### src/include/blm_defines.vh
// Register map, field positions, reset values and timing constants of the monitor
`ifndef BLM_DEFINES_VH
`define BLM_DEFINES_VH

`define BLM_CLK_HZ          250000000
`define BLM_TICK_PERIOD_S   1

`define BLM_ADDR_CTRL       8'h00
`define BLM_ADDR_CFG0       8'h10
`define BLM_ADDR_CYC0       8'h14
`define BLM_ADDR_CFG1       8'h18
`define BLM_ADDR_CYC1       8'h1c
`define BLM_ADDR_STATUS     8'h20
`define BLM_ADDR_THR0       8'h24
`define BLM_ADDR_THR1       8'h28

`define BLM_CTRL_ACTIVE     0
`define BLM_CTRL_LV2_EN     1
`define BLM_CTRL_DOWNLOAD   2
`define BLM_CTRL_RST        2'h0

`define BLM_CFG_THR         4:0
`define BLM_CFG_HYS         11:8
`define BLM_CFG_MODE        15:12
`define BLM_CFG_EXT         17:16
`define BLM_CFG_OND         23:20
`define BLM_CFG_OFFD        27:24
`define BLM_CFG_RST         32'h0000_0000

`define BLM_CYC_INT         6:0
`define BLM_CYC_SOC         8
`define BLM_CYC_RST         32'h0000_0000

`define BLM_EXT_NONE        2'h0
`define BLM_EXT_16B         2'h1
`define BLM_EXT_8B          2'h2
`define BLM_EXT_TEACH       2'h3

`define BLM_THR_MIN_KLX     16'h0003
`define BLM_THR_STEP_KLX    16'h0005
`define BLM_THR_CODE_MAX    5'h15
`define BLM_HYS_FINE_MAX    4'h5
`define BLM_HYS_STEP_KLX    16'h000a
`define BLM_CYC_MAX         7'h78
`define BLM_CYC_STEP_S      12'h00a
`define BLM_MODE_MAX        4'hb

`endif

### src/rtl/blm_tick.v
// One-second tick prescaler running from the core clock
`timescale 1ns/1ps
module blm_tick #(
  parameter [31:0] CYCLES = 32'd250000000
) (
  input  wire core_clk_i,
  input  wire rst_i,
  output wire tick_o
);
  reg  [31:0] cnt_r;
  reg         tick_r;

  assign tick_o = tick_r;

  always @(posedge core_clk_i) begin
    if (rst_i) begin
      cnt_r  <= 32'h0000_0000;
      tick_r <= 1'b0;
    end else if (cnt_r == CYCLES - 32'h0000_0001) begin
      cnt_r  <= 32'h0000_0000;
      tick_r <= 1'b1;
    end else begin
      cnt_r  <= cnt_r + 32'h0000_0001;
      tick_r <= 1'b0;
    end
  end
endmodule // blm_tick

### src/rtl/blm_sec_timer.v
// Seconds down-counter with start, cancel and a one-cycle expiry pulse
`timescale 1ns/1ps
module blm_sec_timer #(
  parameter W = 12
) (
  input  wire         core_clk_i,
  input  wire         rst_i,
  input  wire         tick_i,
  input  wire         start_i,
  input  wire         stop_i,
  input  wire [W-1:0] secs_i,
  output wire         busy_o,
  output wire         done_o
);
  reg  [W-1:0] cnt_r;
  reg          busy_r;
  reg          done_r;

  assign busy_o = busy_r;
  assign done_o = done_r;

  // Start may come between ticks, so the first second can be short by up to one tick
  always @(posedge core_clk_i) begin
    if (rst_i || stop_i) begin
      cnt_r  <= {W{1'b0}};
      busy_r <= 1'b0;
      done_r <= 1'b0;
    end else if (start_i) begin
      cnt_r  <= secs_i;
      busy_r <= 1'b1;
      done_r <= 1'b0;
    end else if (busy_r && tick_i) begin
      cnt_r  <= cnt_r - {{(W-1){1'b0}}, 1'b1};
      busy_r <= (cnt_r != {{(W-1){1'b0}}, 1'b1});
      done_r <= (cnt_r == {{(W-1){1'b0}}, 1'b1});
    end else begin
      done_r <= 1'b0;
    end
  end
endmodule // blm_sec_timer

### src/rtl/blm_top.v
// Brightness limit monitor: two limit channels with delays, hysteresis and send control
//
// Contract
// RULE_01 - Teach pulse copies present brightness into the active threshold.
// RULE_02 - Download restores configured threshold until a new external value arrives.
// RULE_03 - A new state of one is accepted only after the selected on-delay.
// RULE_04 - Cyclic sends keep carrying zero while the on-delay runs.
// RULE_05 - A new state of zero is accepted only after the selected off-delay.
// RULE_06 - Cyclic sends keep carrying one while the off-delay runs.
// RULE_07 - A no-transmission condition also suppresses cyclic sends while it holds.
// RULE_08 - Send-on-change off: no send merely because the state changed.
// RULE_09 - Send-on-change on: send at every accepted transition.
// RULE_10 - Interval of one or more sends periodically regardless of change.
// RULE_11 - Interval setting 0 to 120, period is setting times ten seconds.
// RULE_12 - Interval zero disables periodic sending.
// RULE_13 - Change sending off and interval zero: never send.
// RULE_14 - Threshold selectable as 3 kLux or 5 to 105 kLux in fives.
// RULE_15 - Channel two exists only with sensor active and both channels enabled.
// RULE_16 - Set or clear on crossing, hysteresis on the opposite crossing.
// RULE_17 - Twelve modes assign on, off or nothing to each crossing.
// RULE_18 - External threshold arrives as 2-byte or 1-byte value.
// RULE_19 - A running delay is cancelled if the comparison reverts.
// RULE_20 - All timers count a common one-second tick.
`timescale 1ns/1ps
`include "blm_defines.vh"
module blm_top #(
  parameter [31:0] TICK_CYCLES = `BLM_CLK_HZ * `BLM_TICK_PERIOD_S
) (
  input  wire        core_clk_i,
  input  wire        rst_i,
  input  wire [7:0]  avs_address_i,
  input  wire        avs_read_i,
  input  wire        avs_write_i,
  input  wire [31:0] avs_writedata_i,
  input  wire [3:0]  avs_byteenable_i,
  output wire [31:0] avs_readdata_o,
  output wire        avs_waitrequest_o,
  input  wire [15:0] brightness_i,
  input  wire [15:0] ext_value_i,
  input  wire [1:0]  ext_wr_i,
  input  wire [1:0]  teach_i,
  output wire [1:0]  limit_o,
  output wire [1:0]  send_o
);

  function [15:0] thr_klx;
    input [4:0] code;
    reg   [4:0] c;
    begin
      c = (code > `BLM_THR_CODE_MAX) ? `BLM_THR_CODE_MAX : code;
      if (c == 5'h00) begin
        thr_klx = `BLM_THR_MIN_KLX;
      end else begin
        thr_klx = {11'h000, c} * `BLM_THR_STEP_KLX;
      end
    end
  endfunction

  function [15:0] hys_klx;
    input [3:0] code;
    begin
      if (code <= `BLM_HYS_FINE_MAX) begin
        hys_klx = {12'h000, code};
      end else begin
        hys_klx = ({12'h000, code} - {12'h000, `BLM_HYS_FINE_MAX}) * `BLM_HYS_STEP_KLX;
      end
    end
  endfunction

  // Delay choice to seconds; codes beyond the list saturate at one hour
  function [11:0] delay_s;
    input [3:0] code;
    begin
      case (code)
        4'h0: delay_s = 12'h000;
        4'h1: delay_s = 12'h001;
        4'h2: delay_s = 12'h003;
        4'h3: delay_s = 12'h005;
        4'h4: delay_s = 12'h00a;
        4'h5: delay_s = 12'h00f;
        4'h6: delay_s = 12'h01e;
        4'h7: delay_s = 12'h03c;
        4'h8: delay_s = 12'h0b4;
        4'h9: delay_s = 12'h12c;
        4'ha: delay_s = 12'h258;
        4'hb: delay_s = 12'h384;
        4'hc: delay_s = 12'h708;
        default: delay_s = 12'he10;
      endcase
    end
  endfunction

  // Returns {under, a_en, a_val, b_en, b_val}; a is the primary crossing
  function [4:0] mode_act;
    input [3:0] code;
    begin
      case (code)
        4'h0: mode_act = 5'b0_11_10;
        4'h1: mode_act = 5'b0_10_11;
        4'h2: mode_act = 5'b1_11_10;
        4'h3: mode_act = 5'b1_10_11;
        4'h4: mode_act = 5'b0_11_00;
        4'h5: mode_act = 5'b0_10_00;
        4'h6: mode_act = 5'b1_11_00;
        4'h7: mode_act = 5'b1_10_00;
        4'h8: mode_act = 5'b0_00_10;
        4'h9: mode_act = 5'b0_00_11;
        4'ha: mode_act = 5'b1_00_10;
        4'hb: mode_act = 5'b1_00_11;
        default: mode_act = 5'b0_11_10;
      endcase
    end
  endfunction

  function [31:0] be_merge;
    input [31:0] old;
    input [31:0] wd;
    input [3:0]  be;
    integer      i;
    begin
      be_merge = old;
      for (i = 0; i < 4; i = i + 1) begin
        if (be[i]) begin
          be_merge[i*8 +: 8] = wd[i*8 +: 8];
        end
      end
    end
  endfunction

  reg  [1:0]  ctrl_r;
  reg  [31:0] cfg_r [0:1];
  reg  [31:0] cyc_r [0:1];
  reg         wait_r;
  reg  [31:0] rdata_r;
  reg  [31:0] rdata_nxt;
  reg         download_r;
  wire        tick;
  wire [1:0]  obj_w;
  wire [1:0]  cond_w;
  wire [1:0]  busy_w;
  wire [31:0] thr_w;
  wire        wr_ok;

  assign avs_waitrequest_o = wait_r;
  assign avs_readdata_o    = rdata_r;
  assign limit_o           = obj_w;
  assign wr_ok             = avs_write_i && !wait_r;

  blm_tick #(
    .CYCLES (TICK_CYCLES)
  ) u_tick (
    .core_clk_i (core_clk_i),
    .rst_i      (rst_i),
    .tick_o     (tick)
  ); // see RULE_20

  // One wait state: data is latched while waitrequest is high, taken when it drops
  always @(posedge core_clk_i) begin
    if (rst_i) begin
      wait_r  <= 1'b1;
      rdata_r <= 32'h0000_0000;
    end else begin
      wait_r <= !((avs_read_i || avs_write_i) && wait_r);
      if (avs_read_i && wait_r) begin
        rdata_r <= rdata_nxt;
      end
    end
  end

  always @* begin
    rdata_nxt = 32'h0000_0000;
    case (avs_address_i)
      `BLM_ADDR_CTRL:   rdata_nxt = {30'h0000_0000, ctrl_r};
      `BLM_ADDR_CFG0:   rdata_nxt = cfg_r[0];
      `BLM_ADDR_CYC0:   rdata_nxt = cyc_r[0];
      `BLM_ADDR_CFG1:   rdata_nxt = cfg_r[1];
      `BLM_ADDR_CYC1:   rdata_nxt = cyc_r[1];
      `BLM_ADDR_STATUS: rdata_nxt = {26'h000_0000, busy_w, cond_w, obj_w};
      `BLM_ADDR_THR0:   rdata_nxt = {16'h0000, thr_w[15:0]};
      `BLM_ADDR_THR1:   rdata_nxt = {16'h0000, thr_w[31:16]};
      default:          rdata_nxt = 32'h0000_0000;
    endcase
  end

  always @(posedge core_clk_i) begin
    if (rst_i) begin
      ctrl_r     <= `BLM_CTRL_RST;
      cfg_r[0]   <= `BLM_CFG_RST;
      cfg_r[1]   <= `BLM_CFG_RST;
      cyc_r[0]   <= `BLM_CYC_RST;
      cyc_r[1]   <= `BLM_CYC_RST;
      download_r <= 1'b0;
    end else begin
      download_r <= wr_ok && (avs_address_i == `BLM_ADDR_CTRL) && avs_byteenable_i[0]
                    && avs_writedata_i[`BLM_CTRL_DOWNLOAD];
      if (wr_ok) begin
        case (avs_address_i)
          `BLM_ADDR_CTRL: begin
            if (avs_byteenable_i[0]) begin
              ctrl_r <= avs_writedata_i[1:0];
            end
          end
          `BLM_ADDR_CFG0: cfg_r[0] <= be_merge(cfg_r[0], avs_writedata_i, avs_byteenable_i);
          `BLM_ADDR_CYC0: cyc_r[0] <= be_merge(cyc_r[0], avs_writedata_i, avs_byteenable_i);
          `BLM_ADDR_CFG1: cfg_r[1] <= be_merge(cfg_r[1], avs_writedata_i, avs_byteenable_i);
          `BLM_ADDR_CYC1: cyc_r[1] <= be_merge(cyc_r[1], avs_writedata_i, avs_byteenable_i);
          default: begin
          end
        endcase
      end
    end
  end

  genvar g;
  generate
    for (g = 0; g < 2; g = g + 1) begin : g_ch
      wire [31:0] cfg;
      wire [31:0] cyc;
      wire        exists;
      wire [15:0] thr;
      wire [15:0] hys;
      wire [4:0]  act;
      wire        a_lvl;
      wire        b_lvl;
      wire        tgt_en;
      wire        tgt_val;
      wire        want;
      wire [11:0] dly;
      wire        d_busy;
      wire        d_done;
      wire        accept;
      wire [6:0]  cyc_set;
      wire [11:0] period;
      wire        c_busy;
      wire        c_done;
      reg  [15:0] ext_thr_r;
      reg         ext_used_r;
      reg         cond_r;
      reg         obj_r;
      reg         send_r;

      assign cfg    = cfg_r[g];
      assign cyc    = cyc_r[g];
      assign exists = ctrl_r[`BLM_CTRL_ACTIVE]
                      && ((g == 0) || ctrl_r[`BLM_CTRL_LV2_EN]); // see RULE_15

      // An arrival in the download cycle wins, so the new value is not lost
      always @(posedge core_clk_i) begin
        if (rst_i) begin
          ext_thr_r  <= 16'h0000;
          ext_used_r <= 1'b0;
        end else if (teach_i[g] && (cfg[`BLM_CFG_EXT] == `BLM_EXT_TEACH)) begin
          ext_thr_r  <= brightness_i; // see RULE_01
          ext_used_r <= 1'b1;
        end else if (ext_wr_i[g] && (cfg[`BLM_CFG_EXT] == `BLM_EXT_16B)) begin
          ext_thr_r  <= ext_value_i; // see RULE_18
          ext_used_r <= 1'b1;
        end else if (ext_wr_i[g] && (cfg[`BLM_CFG_EXT] == `BLM_EXT_8B)) begin
          ext_thr_r  <= {8'h00, ext_value_i[7:0]}; // see RULE_18
          ext_used_r <= 1'b1;
        end else if (download_r) begin
          ext_used_r <= 1'b0; // see RULE_02
        end
      end

      assign thr = (ext_used_r && (cfg[`BLM_CFG_EXT] != `BLM_EXT_NONE)) ? ext_thr_r
                   : thr_klx(cfg[`BLM_CFG_THR]); // see RULE_14
      assign hys = hys_klx(cfg[`BLM_CFG_HYS]);
      assign act = mode_act(cfg[`BLM_CFG_MODE]); // see RULE_17

      // Hysteresis moves only the secondary crossing; sums are 17 bits to avoid wrap
      assign a_lvl = act[4] ? (brightness_i < thr) : (brightness_i > thr); // see RULE_16
      assign b_lvl = act[4] ? ({1'b0, brightness_i} > ({1'b0, thr} + {1'b0, hys}))
                            : (({1'b0, brightness_i} + {1'b0, hys}) < {1'b0, thr});

      always @(posedge core_clk_i) begin
        if (rst_i || !exists) begin
          cond_r <= 1'b0;
        end else if (a_lvl) begin
          cond_r <= 1'b1;
        end else if (b_lvl) begin
          cond_r <= 1'b0;
        end
      end

      assign tgt_en  = cond_r ? act[3] : act[1];
      assign tgt_val = cond_r ? act[2] : act[0];
      assign want    = exists && tgt_en && (tgt_val != obj_r);
      assign dly     = tgt_val ? delay_s(cfg[`BLM_CFG_OND])
                               : delay_s(cfg[`BLM_CFG_OFFD]); // see RULE_03 see RULE_05

      blm_sec_timer #(
        .W (12)
      ) u_dly (
        .core_clk_i (core_clk_i),
        .rst_i      (rst_i),
        .tick_i     (tick),
        .start_i    (want && !d_busy && !d_done && (dly != 12'h000)),
        .stop_i     (!want), // see RULE_19
        .secs_i     (dly),
        .busy_o     (d_busy),
        .done_o     (d_done)
      );

      assign accept = want && ((dly == 12'h000) || d_done);

      // Object holds its old value while a delay runs, so cyclic sends repeat it
      always @(posedge core_clk_i) begin
        if (rst_i || !exists) begin
          obj_r <= 1'b0;
        end else if (accept) begin
          obj_r <= tgt_val; // see RULE_04 see RULE_06
        end
      end

      assign cyc_set = (cyc[`BLM_CYC_INT] > `BLM_CYC_MAX) ? `BLM_CYC_MAX : cyc[`BLM_CYC_INT];
      assign period  = {5'h00, cyc_set} * `BLM_CYC_STEP_S; // see RULE_11

      blm_sec_timer #(
        .W (12)
      ) u_cyc (
        .core_clk_i (core_clk_i),
        .rst_i      (rst_i),
        .tick_i     (tick),
        .start_i    (exists && (cyc_set != 7'h00) && !c_busy), // see RULE_10
        .stop_i     (!exists || (cyc_set == 7'h00)), // see RULE_12
        .secs_i     (period),
        .busy_o     (c_busy),
        .done_o     (c_done)
      );

      always @(posedge core_clk_i) begin
        if (rst_i) begin
          send_r <= 1'b0;
        end else begin
          send_r <= exists && ((accept && cyc[`BLM_CYC_SOC])      // see RULE_08 see RULE_09
                    || (c_done && tgt_en && (cyc_set != 7'h00)));  // see RULE_07 see RULE_13
        end
      end

      assign obj_w[g]          = obj_r;
      assign cond_w[g]         = cond_r;
      assign busy_w[g]         = d_busy;
      assign send_o[g]         = send_r;
      assign thr_w[g*16 +: 16] = thr;
    end
  endgenerate

endmodule // blm_top

### config.mk
export PLATFORM = sky130hd
export DESIGN_NAME = blm_top
export DESIGN_NICKNAME = d
export VERILOG_FILES = /design/src/rtl/blm_tick.v /design/src/rtl/blm_sec_timer.v /design/src/rtl/blm_top.v
export VERILOG_INCLUDE_DIRS = /design/src /design/src/include
export SDC_FILE = /design/constraint.sdc
export NUM_CORES = 1
export LEC_CHECK = 0
export ABC_AREA = 1
export BUFFER_PORTS_ARGS = -buffer_cell sky130_fd_sc_hd__buf_2
export CORE_ASPECT_RATIO = 1.1
export CORE_MARGIN = 3
export CORE_UTILIZATION = 60
export CTS_CLUSTER_SIZE = 40
export DETAILED_ROUTE_END_ITERATION = 7
export PLACE_DENSITY = 0.78
export SETUP_SLACK_MARGIN = 0.3
export SYNTH_ARGS = -nofsm -noshare
export SYNTH_HDL_FRONTEND = slang
export SYNTH_HIERARCHICAL = 1
export SYNTH_SLANG_ARGS = --single-unit
### constraint.sdc
create_clock -name core_clk_i -period 7.5 [get_ports core_clk_i]
set_input_delay 2.25 -clock core_clk_i [delete_from_list [all_inputs] [get_ports core_clk_i]]
set_output_delay 2.25 -clock core_clk_i [all_outputs]
set_load 0.02 [all_outputs]
Yosys cells after proc, flatten, opt, wreduce, memory -nomap -nowiden --
Memories as Yosys holds them, arrays and structs flattened. Index checks and enable logic that the tools add are counted.
Storage, ports and cells: RAM bits 128, input bits 84, memory bits (read-only) 928, register bits 165, memories 8
Operators by class: bitwise logic cells 8, mux-type cells 141, reduce and logical (&&, ||, !) cells 99, equality and inequality tests 24, multiply operators 6, add/sub/neg operators 11, order comparisons 14
Memory list:
- (no name shown) | words 16, bits a word 12, rd ports 1, clocked after memory_dff 0, wr ports 0, line blm_top.v:74 | case (code)
- (no name shown) | words 16, bits a word 12, rd ports 1, clocked after memory_dff 0, wr ports 0, line blm_top.v:74
- (no name shown) | words 16, bits a word 12, rd ports 1, clocked after memory_dff 0, wr ports 0, line blm_top.v:74
- (no name shown) | words 16, bits a word 12, rd ports 1, clocked after memory_dff 0, wr ports 0, line blm_top.v:74
- (no name shown) | words 16, bits a word 5, rd ports 1, clocked after memory_dff 0, wr ports 0, line blm_top.v:97 | case (code)
- (no name shown) | words 16, bits a word 5, rd ports 1, clocked after memory_dff 0, wr ports 0, line blm_top.v:97
- +2 memories
Operators by type and width (count):
- $mux 8 | 66
- $pmux 32 s8 | 1
- $mux 16 | 10
- $mux 32 | 4
- $mux 12 | 6
- $add 16x16->17 | 4
- $eq 12x1->1 const B | 4
- $ne 12x1->1 const B | 4
- $sub 12x1->12 const B | 4
- $mux 1 | 46
- $mux 11 | 4
- $logic_and 1x1->1 | 43
- $gt 16x17->1 | 2
- $lt 17x16->1 | 2
- $add 32x1->32 const B | 1
- $eq 32x28->1 const B | 1
- $eq 8x5->1 const B | 4
- $gt 16x16->1 | 2
- $lt 16x16->1 | 2
- $mul 16x3->15 const B | 2
- $eq 8x6->1 const B | 3
- $logic_not 12->1 | 2
- $reduce_bool 12->1 | 2
- $mul 7x3->10 const B | 2
- other kinds (24) | 82

Logic depth before layout (Yosys ltp) --
Gate-level depths: netlist (run 1). An unclocked memory read counts as a cell.
depth after elaboration 11, depth in mapped cells 34

By module --
The synthesis (run 1) kept the hierarchy.
Modules (own cells, without submodules):
- blm_top | times used 1, cells an instance 2189, area an instance 16901.2 µm²
- blm_sec_timer | times used 4, cells an instance 139, area an instance 882.1 µm²
- blm_tick | times used 1, cells an instance 296, area an instance 1834.3 µm²

Least setup slack after synthesis (run 1) --
Ideal clock, no wire load.
path kind input to register, start input port brightness_i[0], end register g_ch[1].cond_r, arrival 4.747 ns, cell stages on the path 21, slack 2.636 ns, path through ha_1 inv_1 fa_1 inv_1 nand3_1 nand2_1 nand2_1 nand2_1 a21oi_1 o21ai_0 a31oi_1 xor2_1 ha_1 a21oi_1 nor2_1 nor3_1 o21ai_0 nor2_1 nand3_1 nand3_1 a21oi_1
Between the ends: cells in the longest elaborated chain, start to end 4, elaborated cells between the ends (all ways) 9, classes of those cells 1 x add/sub; 4 x order compare; 3 x mux; 1 x reduce/logical
Ends and longest elaborated chain:
- start: declaration | line blm_top.v:38 | input wire [15:0] brightness_i,
- $add 16x16->17 | line blm_top.v:274 | : (({1'b0, brightness_i} + {1'b0, hys}) < {1'b0, thr});
- $lt 17x16->1 | line blm_top.v:274
- $mux 1 | line blm_top.v:273 | assign b_lvl = act[4] ? ({1'b0, brightness_i} > ({1'b0, thr} + {1'b0, hys}))
- $reduce_bool 2->1 (no source line)
- end signal: assignment | line blm_top.v:278 | cond_r <= 1'b0;
- end signal: assignment | line blm_top.v:280 | cond_r <= 1'b1;
- end signal: assignment | line blm_top.v:282 | cond_r <= 1'b0;
- end: declaration | line blm_top.v:238 | reg cond_r;
Several ways; a longest one is shown, not always the timed one. A chain may end at the register's enable or synchronous reset.

==> results of run 1 <==
[cell families after synthesis]
logic type,Yosys count,synth area share
flops,293,0.3210
buf+inv,509,0.09087
simple gates,1364,0.2662
xor+xnor,94,0.03698
compound gates,535,0.1437
fa+ha+maj,245,0.1411
other cells,1,0.0001684
[area by class of cell]
cell class                 instances  area [um^2]  share of cell area
clock inverter                    22        259.0             0.01061
sequential                       293         7147              0.2927
inverter                         437         1645             0.06739
clock buffer                      40        925.9             0.03792
timing repair buffer             136        720.7             0.02952
antenna                            1        2.502           0.0001025
tap                              487        609.3             0.02496
multi-input combinational       2242        13110              0.5368
[metal layers]
metal | share of wire | global-route usage
met2 | 0.47 | 0.5762
met4 | 0.051 | 0.1568
met1 | 0.39 | 0.4215
met5 | 0 | 0
met3 | 0.082 | 0.06235
[state kept, by name (all words and copies together), names as in the netlist, 2 cells and up]
name and cells:
avs_readdata_o 32, cfg_r 64, ctrl_r 2, cyc_r 64, g_ch.cond_r 2, g_ch.ext_thr_r 32, g_ch.ext_used_r 2, g_ch.obj_r 2
g_ch.send_r 2, g_ch.u_cyc/busy_o 2, g_ch.u_cyc/cnt_r 24, g_ch.u_cyc/done_o 2, g_ch.u_dly/busy_o 2, g_ch.u_dly/cnt_r 24, g_ch.u_dly/done_o 2, u_tick/cnt_r 32
[cells in the mapped netlist, types with 13 or more instances]
cell type	count
sky130_fd_sc_hd__a21oi_1	208
sky130_fd_sc_hd__a22oi_1	13
sky130_fd_sc_hd__a31oi_1	57
sky130_fd_sc_hd__buf_2	21
sky130_fd_sc_hd__clkbuf_1	34
sky130_fd_sc_hd__dfxtp_1	165
sky130_fd_sc_hd__edfxtp_1	128
sky130_fd_sc_hd__ha_1	235
sky130_fd_sc_hd__inv_1	411
sky130_fd_sc_hd__inv_2	23
sky130_fd_sc_hd__nand2_1	713
sky130_fd_sc_hd__nand2_2	29
sky130_fd_sc_hd__nand3_1	122
sky130_fd_sc_hd__nand4_1	38
sky130_fd_sc_hd__nor2_1	340
sky130_fd_sc_hd__nor2_2	20
sky130_fd_sc_hd__nor2_4	14
sky130_fd_sc_hd__nor3_1	42
sky130_fd_sc_hd__o2111ai_1	14
sky130_fd_sc_hd__o211ai_1	24
sky130_fd_sc_hd__o21ai_0	115
sky130_fd_sc_hd__o21ai_1	17
sky130_fd_sc_hd__xnor2_1	29
sky130_fd_sc_hd__xor2_1	65
[critical path: cells and delay by family (launching register included)]
kind,cells,cell delay [ns]
and+or+nand+nor,8,1.11
xor gates and xnor gates,1,0.19
buffers and inverters,4,0.51
adders and majority gates,6,1.96
AOI/OAI and AO/OA,8,1.41
DFF,1,0.36
[path summary, 6_finish.rpt]
path	to	slack (ns)	depth (start not counted)
setup reg to reg	g_ch[1].cond_r$_SDFFE_PP0P_	1.86	27
hold reg to reg	avs_readdata_o[14]$_SDFFE_PP0P_	0.46	2
hold / removal	avs_readdata_o[14]$_SDFFE_PP0P_	0.46	2
setup / recovery	g_ch[1].cond_r$_SDFFE_PP0P_	1.86	27
[stage by stage]
| stage | utilization | cell area, um^2 | instances |
|---|---|---|---|
| floorplan | - | 22280 | 3044 |
| global placement | 0.6389 | 23230 | 3595 |
| detailed placement | 0.6389 | 23230 | 3595 |
| CTS | 0.6715 | 24410 | 3657 |
| global route | 0.6716 | 24410 | 3658 |
| finish | 0.6716 | 24410 | 3658 |
[power groups by stage]
stage                     clock (uW)  combinational [uW]  sequential [uW]
final                           1750                 845             1730
after floorplan                    0                 594             1750
after CTS                       1770                 832             1730
after detailed placement           0                 824             1760
after global placement             0                 802             1760
after global routing            1820                 953             1730
==> summary.log, run 1 <==
INFO  synth          synth_edf_count=128
INFO  global_route   gr-usage-all-layers=0.3406
INFO  worst_setup_path critPathCaptureType=register
INFO  worst_setup_path worst_path_most_repeated_cell=sky130_fd_sc_hd__ha_1
INFO  timing         max_clock_freq=177.3MHz
INFO  placement      post-dp-hpwl=52.89mm
INFO  worst_setup_path arrival=6.08ns
INFO  clocking       number_of_cts_inserted_buffers=34
INFO  synth          syn-instance-count=3,041
INFO  clocking       htree_levels=2
INFO  synth          synth_largest_area_cell=sky130_fd_sc_hd__edfxtp_1
INFO  route          postRouteAntennaNets=0
INFO  power_and_ir_drop p_leak=0.01105uW
INFO  clocking       clockBufferDepth=3
INFO  synth          yosys_most_used_dff=sky130_fd_sc_hd__dfxtp_1
INFO  final_layout   num-nets-final=3,473
INFO  final_layout   final_common_cell=sky130_fd_sc_hd__nand2_1
INFO  timing         finalClockSkew=0.01292ns
INFO  clocking       insertion_delay=0.56ns
INFO  synth          netlist-cell-type-count=68
INFO  synth          ys_seq_area_frac=0.3210
INFO  route          drc=0
INFO  clocking       post_cts.repair.setup_buffers=0
INFO  power_and_ir_drop net-switching-power=1310uW
INFO  route          first_iter_violations=1,927
INFO  worst_setup_path r2r_start=cfg_r[0][40]$_SDFFCE_PP0P_
INFO  timing         final_worst_setup_slack=1.859ns
INFO  floorplanning  area_of_the_placeable_core=0.03635mm^2
INFO  global_route   grt_pass1_wl=107.6mm
INFO  timing         fin_setup_tns=0ns
INFO  worst_setup_path critical_path.startpoint=cfg_r[0][40]$_SDFFCE_PP0P_
INFO  timing         hold-worst-slack=0.4605ns
INFO  worst_setup_path crit_path_max_fanout=6
INFO  worst_setup_path criticalPathCategory=register to register
INFO  timing         post-route-period-util=0.7521
INFO  floorplanning  start_util=0.6124
INFO  timing         grt_setup_unrepaired=false
INFO  global_route   antenna_found_initial=1
INFO  floorplanning  rows=73
INFO  power_and_ir_drop power.combinational.fraction=0.196
INFO  global_route   grt_pass1_vias=20,564
INFO  clocking       cts.root.buffer_cell=sky130_fd_sc_hd__clkbuf_16
INFO  synth          async_reset_ff_frac=0
INFO  clocking       post_cts_resize_count=0
INFO  clocking       clkSinkCount=293
INFO  placement      gpl.final_weighted_congestion=1.002
INFO  timing         final_hold_viol_count=0
INFO  global_route   overflow=0
INFO  final_layout   area.growth.synth_to_final=9.661%
INFO  synth          syn_avg_cell_area=7.321um^2
INFO  worst_setup_path max_stage_delay=0.46ns
INFO  flow_run       cap_viol_max_count=0
INFO  power_and_ir_drop internal-power=3010uW
INFO  power_and_ir_drop power.share.sequential=0.400
INFO  timing         slew_viol_final=0
INFO  clocking       tritoncts=done
INFO  floorplanning  height_of_the_die=208.0um
INFO  route          viasPerCell=5.806
INFO  final_layout   count_of_fill_cells_added_during_filler_insertion=3,193
INFO  final_layout   layout_common_cells=713 x sky130_fd_sc_hd__nand2_1, 411 x sky130_fd_sc_hd__inv_1, 340 x sky130_fd_sc_hd__nor2_1
INFO  timing         final.min_clock_period=5.641ns
INFO  power_and_ir_drop max_rail_drop_vdd=216.9uV
INFO  power_and_ir_drop finalPower=4320uW
INFO  synth          ys_top_cells_by_area=sky130_fd_sc_hd__edfxtp_1 17%, sky130_fd_sc_hd__dfxtp_1 15%, sky130_fd_sc_hd__ha_1 13%, sky130_fd_sc_hd__nand2_1 12%, sky130_fd_sc_hd__inv_1 6.9%
INFO  worst_setup_path cp_data_required_time=7.94ns
INFO  route          dr_total_vias=21,239
INFO  min_path       holdCritStartpoint=avs_readdata_o[14]$_SDFFE_PP0P_
INFO  timing         finalSetupViolations=0
INFO  timing         worst-slew-pin-transition=1.095ns
INFO  synth          syn_area=0.02226mm^2
INFO  power_and_ir_drop clkPwrFrac=0.404
INFO  floorplanning  die_area=0.03946mm^2
INFO  clocking       ctsHoldBuffers=0
INFO  route          first_pass_iters=6
INFO  synth          synth.yosys.warnings=6
INFO  synth          postSynthRegisterBits=293
INFO  placement      dpl_worst_slack=1.982ns
INFO  worst_setup_path crit_slowest_cell=sky130_fd_sc_hd__fa_1
INFO  floorplanning  io_pins=121
INFO  global_route   largest_net_degree_at_the_start_of_global_routing=59
INFO  placement      io_buffer_count=120
INFO  floorplanning  die_width=189.7um
INFO  clocking       clk_slew_on_worst_s_h_paths=0.07ns
INFO  final_layout   share_of_post_route_cells_with_drive_strength_above_1=0.1050
INFO  power_and_ir_drop p_per_area=176.9mW/mm^2
INFO  power_and_ir_drop power_switching_share=0.3032
INFO  min_path       holdCritPathClass=register to register
INFO  status         run_status=finished clean
INFO  route          detail_route.wirelength=68.59mm
INFO  timing         timing.max_slew.rel_slack=0.2697
INFO  route          route.detailed.wl_per_inst=18.75um
INFO  worst_setup_path critical_path.startpoint_type=register
INFO  synth          synth_top_area_share=0.1726
Power figures use the tool's default switching activity.
==> run 2: changes to the inputs <==
clock period = 5.26 ns   (was 7.5 ns; I/O delays follow)
==> run 2 against run 1 <==
  * Sequential power grew 42%
  * Clock power rose by 39%
  * Power is 44% higher
  * Via count up 1.9%
  * Sequential cell count unchanged
  * Combinational power grew 56%
  * Hold slack got worse by 0.0031 ns
  * First-iteration DRC count rose by 21%
  * Critical path type unchanged
  * Critical endpoint unchanged
==> summary.log, run 2 (synthesis results as in run 1) <==
INFO  placement      gpl.final_weighted_congestion=1.002 [about the same]
INFO  route          detail_route.wirelength=70.27mm [+2.4%]
INFO  flow_run       cap_viol_max_count=0 [unchanged]
INFO  power_and_ir_drop p_leak=0.01132uW [+2.4%]
INFO  route          postRouteAntennaNets=0 [unchanged]
INFO  final_layout   final_common_cell=sky130_fd_sc_hd__nand2_1
INFO  global_route   met1_usage=0.4381 [+0.01659]
INFO  floorplanning  height_of_the_die=208.0um [unchanged]
INFO  worst_setup_path critical_path.startpoint_type=register
INFO  timing         slew_viol_final=0 [unchanged]
INFO  power_and_ir_drop clkPwrFrac=0.392 [-0.012]
INFO  clocking       cts.root.buffer_cell=sky130_fd_sc_hd__clkbuf_16
INFO  final_layout   share_of_post_route_cells_with_drive_strength_above_1=0.1445 [+0.03949]
INFO  power_and_ir_drop internal-power=4344uW [+44%]
INFO  timing         finalClockSkew=0.02170ns [+0.008779 ns]
INFO  timing         final_hold_viol_count=0 [unchanged]
INFO  route          dr_total_vias=21,641 [+1.9%]
INFO  floorplanning  start_util=0.6124 [unchanged]
INFO  worst_setup_path ff2ff_path_depth=27 [unchanged]
INFO  route          viasPerCell=5.830 [+0.41%]
INFO  clocking       ctsHoldBuffers=0 [unchanged]
INFO  floorplanning  die_width=189.7um [unchanged]
INFO  global_route   grt_pass1_wl=108.5mm [+0.84%]
INFO  clocking       insertion_delay=0.56ns [about the same]
INFO  global_route   most_crowded_layer_gr=met2
INFO  worst_setup_path arrival=5.32ns [-0.76 ns]
INFO  min_path       min_delay_path_depth=1 [-1]
INFO  power_and_ir_drop p_per_area=246.4mW/mm^2 [+39%]
INFO  final_layout   layout_common_cells=708 x sky130_fd_sc_hd__nand2_1, 397 x sky130_fd_sc_hd__inv_1, 330 x sky130_fd_sc_hd__nor2_1
INFO  timing         final.min_clock_period=4.826ns [-0.8145 ns]
INFO  floorplanning  io_pins=121 [unchanged]
INFO  global_route   overflow=0 [unchanged]
INFO  global_route   grtUsageMet2=0.5805 [+0.004235]
INFO  power_and_ir_drop power.share.sequential=0.396 [-0.004]
INFO  worst_setup_path crit_path_max_fanout=5 [-1]
INFO  global_route   largest_net_degree_at_the_start_of_global_routing=57 [-3.4%]
INFO  worst_setup_path cp_data_required_time=5.75ns [-2.19 ns]
INFO  route          route.detailed.wl_per_inst=18.93um [+0.96%]
INFO  timing         max_clock_freq=207.2MHz [+17%]
INFO  min_path       holdCritPathClass=register to register
INFO  power_and_ir_drop power.combinational.fraction=0.212 [+0.016]
INFO  timing         post-route-period-util=0.9175 [+0.1654]
INFO  timing         timing.max_slew.rel_slack=0.2279 [-0.04176]
INFO  clocking       number_of_cts_inserted_buffers=34 [unchanged]
INFO  route          first_iter_violations=2,339 [+21%]
INFO  worst_setup_path criticalPathCategory=register to register
INFO  route          first_pass_iters=6 [unchanged]
INFO  clocking       clkSinkCount=293 [unchanged]
INFO  route          drc=0 [unchanged]
INFO  power_and_ir_drop power_switching_share=0.3010 [-0.002219]
INFO  global_route   antenna_found_initial=1 [unchanged]
INFO  status         run_status=finished clean
INFO  floorplanning  rows=73 [unchanged]
INFO  timing         fin_setup_tns=0ns [unchanged]
INFO  global_route   gr-usage-all-layers=0.3439 [+0.003283]
INFO  final_layout   count_of_fill_cells_added_during_filler_insertion=3,194 [+0.031%]
INFO  placement      dpl.cell_count=3,616 [+0.58%]
INFO  final_layout   area.growth.synth_to_final=13.28%
INFO  timing         worst-slew-pin-transition=1.129ns [+0.03345 ns]
INFO  final_layout   biggestRegsByFlops=cfg_r (64), cyc_r (64)
INFO  placement      post-dp-hpwl=54.14mm [+2.4%]
INFO  timing         grt_setup_unrepaired=true
INFO  global_route   grt_util_met3=0.05106 [-0.01129]
INFO  worst_setup_path critPathCaptureType=register
INFO  clocking       tritoncts=done
INFO  floorplanning  die_area=0.03946mm^2 [unchanged]
INFO  timing         finalSetupViolations=0 [unchanged]
INFO  global_route   grt_pass1_vias=20,868 [+1.5%]
INFO  final_layout   layout.cells.non_filler=3,712 [+1.5%]
INFO  power_and_ir_drop net-switching-power=1871uW [+43%]
INFO  final_layout   num-nets-final=3,527 [+1.6%]
INFO  placement      io_buffer_count=120 [unchanged]
INFO  clocking       htree_levels=2 [unchanged]
INFO  clocking       clk_slew_on_worst_s_h_paths=0.07ns [about the same]
INFO  power_and_ir_drop max_rail_drop_vdd=225.3uV [+3.9%]
INFO  clocking       clockBufferDepth=3 [unchanged]
INFO  floorplanning  area_of_the_placeable_core=0.03635mm^2 [unchanged]
==> run 2: cell types whose count changed in the layout (fill, tap and decap cells not counted), moves of 7 or more <==
| cell | delta |
|---|---|
| sky130_fd_sc_hd__buf_4 | +53 |
| sky130_fd_sc_hd__a21oi_1 | -7 |
| sky130_fd_sc_hd__nor2_1 | -10 |
| sky130_fd_sc_hd__inv_1 | -14 |
| sky130_fd_sc_hd__o21ai_0 | -11 |
| sky130_fd_sc_hd__inv_2 | +13 |
| sky130_fd_sc_hd__ha_1 | -19 |
| sky130_fd_sc_hd__ha_4 | +14 |
| sky130_fd_sc_hd__o21ai_2 | +8 |
==> run 2: layer usage <==
metal,wire (um),vias up
met5,0,-
met4,3461,0
met3,5232,227
met2,33120,904
met1,28450,10128
li1,-,10382
==> run 2: what timing repair did <==
action | 4_1_cts | 5_1_grt
setup buffers | 4 | 29
resized for setup | 15 | 95
endpoints found under the setup margin | 2 | 2
pin swaps | 4 | 52
==> run 2: worst paths after layout <==
path / startpoint / to / slack (ns)
max: cfg_r[0][40]$_SDFFCE_PP0P_ / g_ch[1].cond_r$_SDFFE_PP0P_ / 0.43
min: avs_waitrequest_o$_SDFF_PP1_ / avs_waitrequest_o$_SDFF_PP1_ / 0.46
max reg2reg: cfg_r[0][40]$_SDFFCE_PP0P_ / g_ch[1].cond_r$_SDFFE_PP0P_ / 0.43
min reg2reg: avs_waitrequest_o$_SDFF_PP1_ / avs_waitrequest_o$_SDFF_PP1_ / 0.46
==> run 2: layout make-up <==
class	instances	area (um^2)	share of cell area
diodes	1	2.502	0.00009922
clock buffers	45	943.4	0.03741
clock inverters	17	191.4	0.007590
inverters	437	1650	0.06544
multi-input cells	2242	13550	0.5371
flip-flops and latches	293	7147	0.2834
well taps	487	609.3	0.02416
repair buffers	190	1130	0.04480
==> run 2: power by group through the flow <==
stage	Combinational (uW)	Sequential (uW)	Clock, uW
4_1_cts	1210	2460	2450
3_3_place_gp	1160	2510	0
2_1_floorplan	847	2490	0
6_report	1320	2460	2440
5_1_grt	1470	2460	2540
3_5_place_dp	1200	2510	0
==> run 2: worst max-delay path, stage by stage, from the launching register on <==
cell                       delay (ns)
sky130_fd_sc_hd__edfxtp_1        0.41
sky130_fd_sc_hd__inv_2           0.15
sky130_fd_sc_hd__a21oi_4         0.08
sky130_fd_sc_hd__xor2_2          0.18
sky130_fd_sc_hd__buf_4           0.14
sky130_fd_sc_hd__ha_1            0.32
sky130_fd_sc_hd__ha_4            0.26
sky130_fd_sc_hd__inv_1           0.14
sky130_fd_sc_hd__o21ai_0         0.13
sky130_fd_sc_hd__a21oi_1         0.29
sky130_fd_sc_hd__ha_1            0.35
sky130_fd_sc_hd__a21oi_1         0.18
sky130_fd_sc_hd__o21ai_0         0.10
sky130_fd_sc_hd__a21oi_1         0.25
sky130_fd_sc_hd__o21ai_1         0.15
sky130_fd_sc_hd__a31oi_2         0.24
sky130_fd_sc_hd__o21ai_1         0.11
sky130_fd_sc_hd__xor2_1          0.13
sky130_fd_sc_hd__inv_1           0.05
sky130_fd_sc_hd__ha_1            0.27
sky130_fd_sc_hd__nand2_1         0.05
sky130_fd_sc_hd__inv_1           0.05
sky130_fd_sc_hd__nand4_1         0.14
sky130_fd_sc_hd__nor2_1          0.14
sky130_fd_sc_hd__nand3_1         0.09
sky130_fd_sc_hd__nand3_1         0.10
sky130_fd_sc_hd__nand3_1         0.09
sky130_fd_sc_hd__a21oi_1         0.15
==> run 2: per-stage QoR <==
| step | total power, uW | cell area, um^2 | setup slack [ns] | hold slack (ns) | utilization |
|---|---|---|---|---|---|
| 6_report | 6215 | 25220 | 0.4339 | 0.4573 | 0.6938 |
| 3_3_place_gp | 3669 | 23380 | 0.2581 | 0.4314 | 0.6433 |
| 4_1_cts | 6120 | 24590 | 0.2955 | 0.4554 | 0.6764 |
| 5_1_grt | 6480 | 25220 | 0.2012 | 0.4770 | 0.6938 |
| 2_1_floorplan | 3339 | 22280 | 0.5600 | 0.4296 | - |
| 3_5_place_dp | 3707 | 23380 | 0.02866 | 0.4418 | 0.6433 |
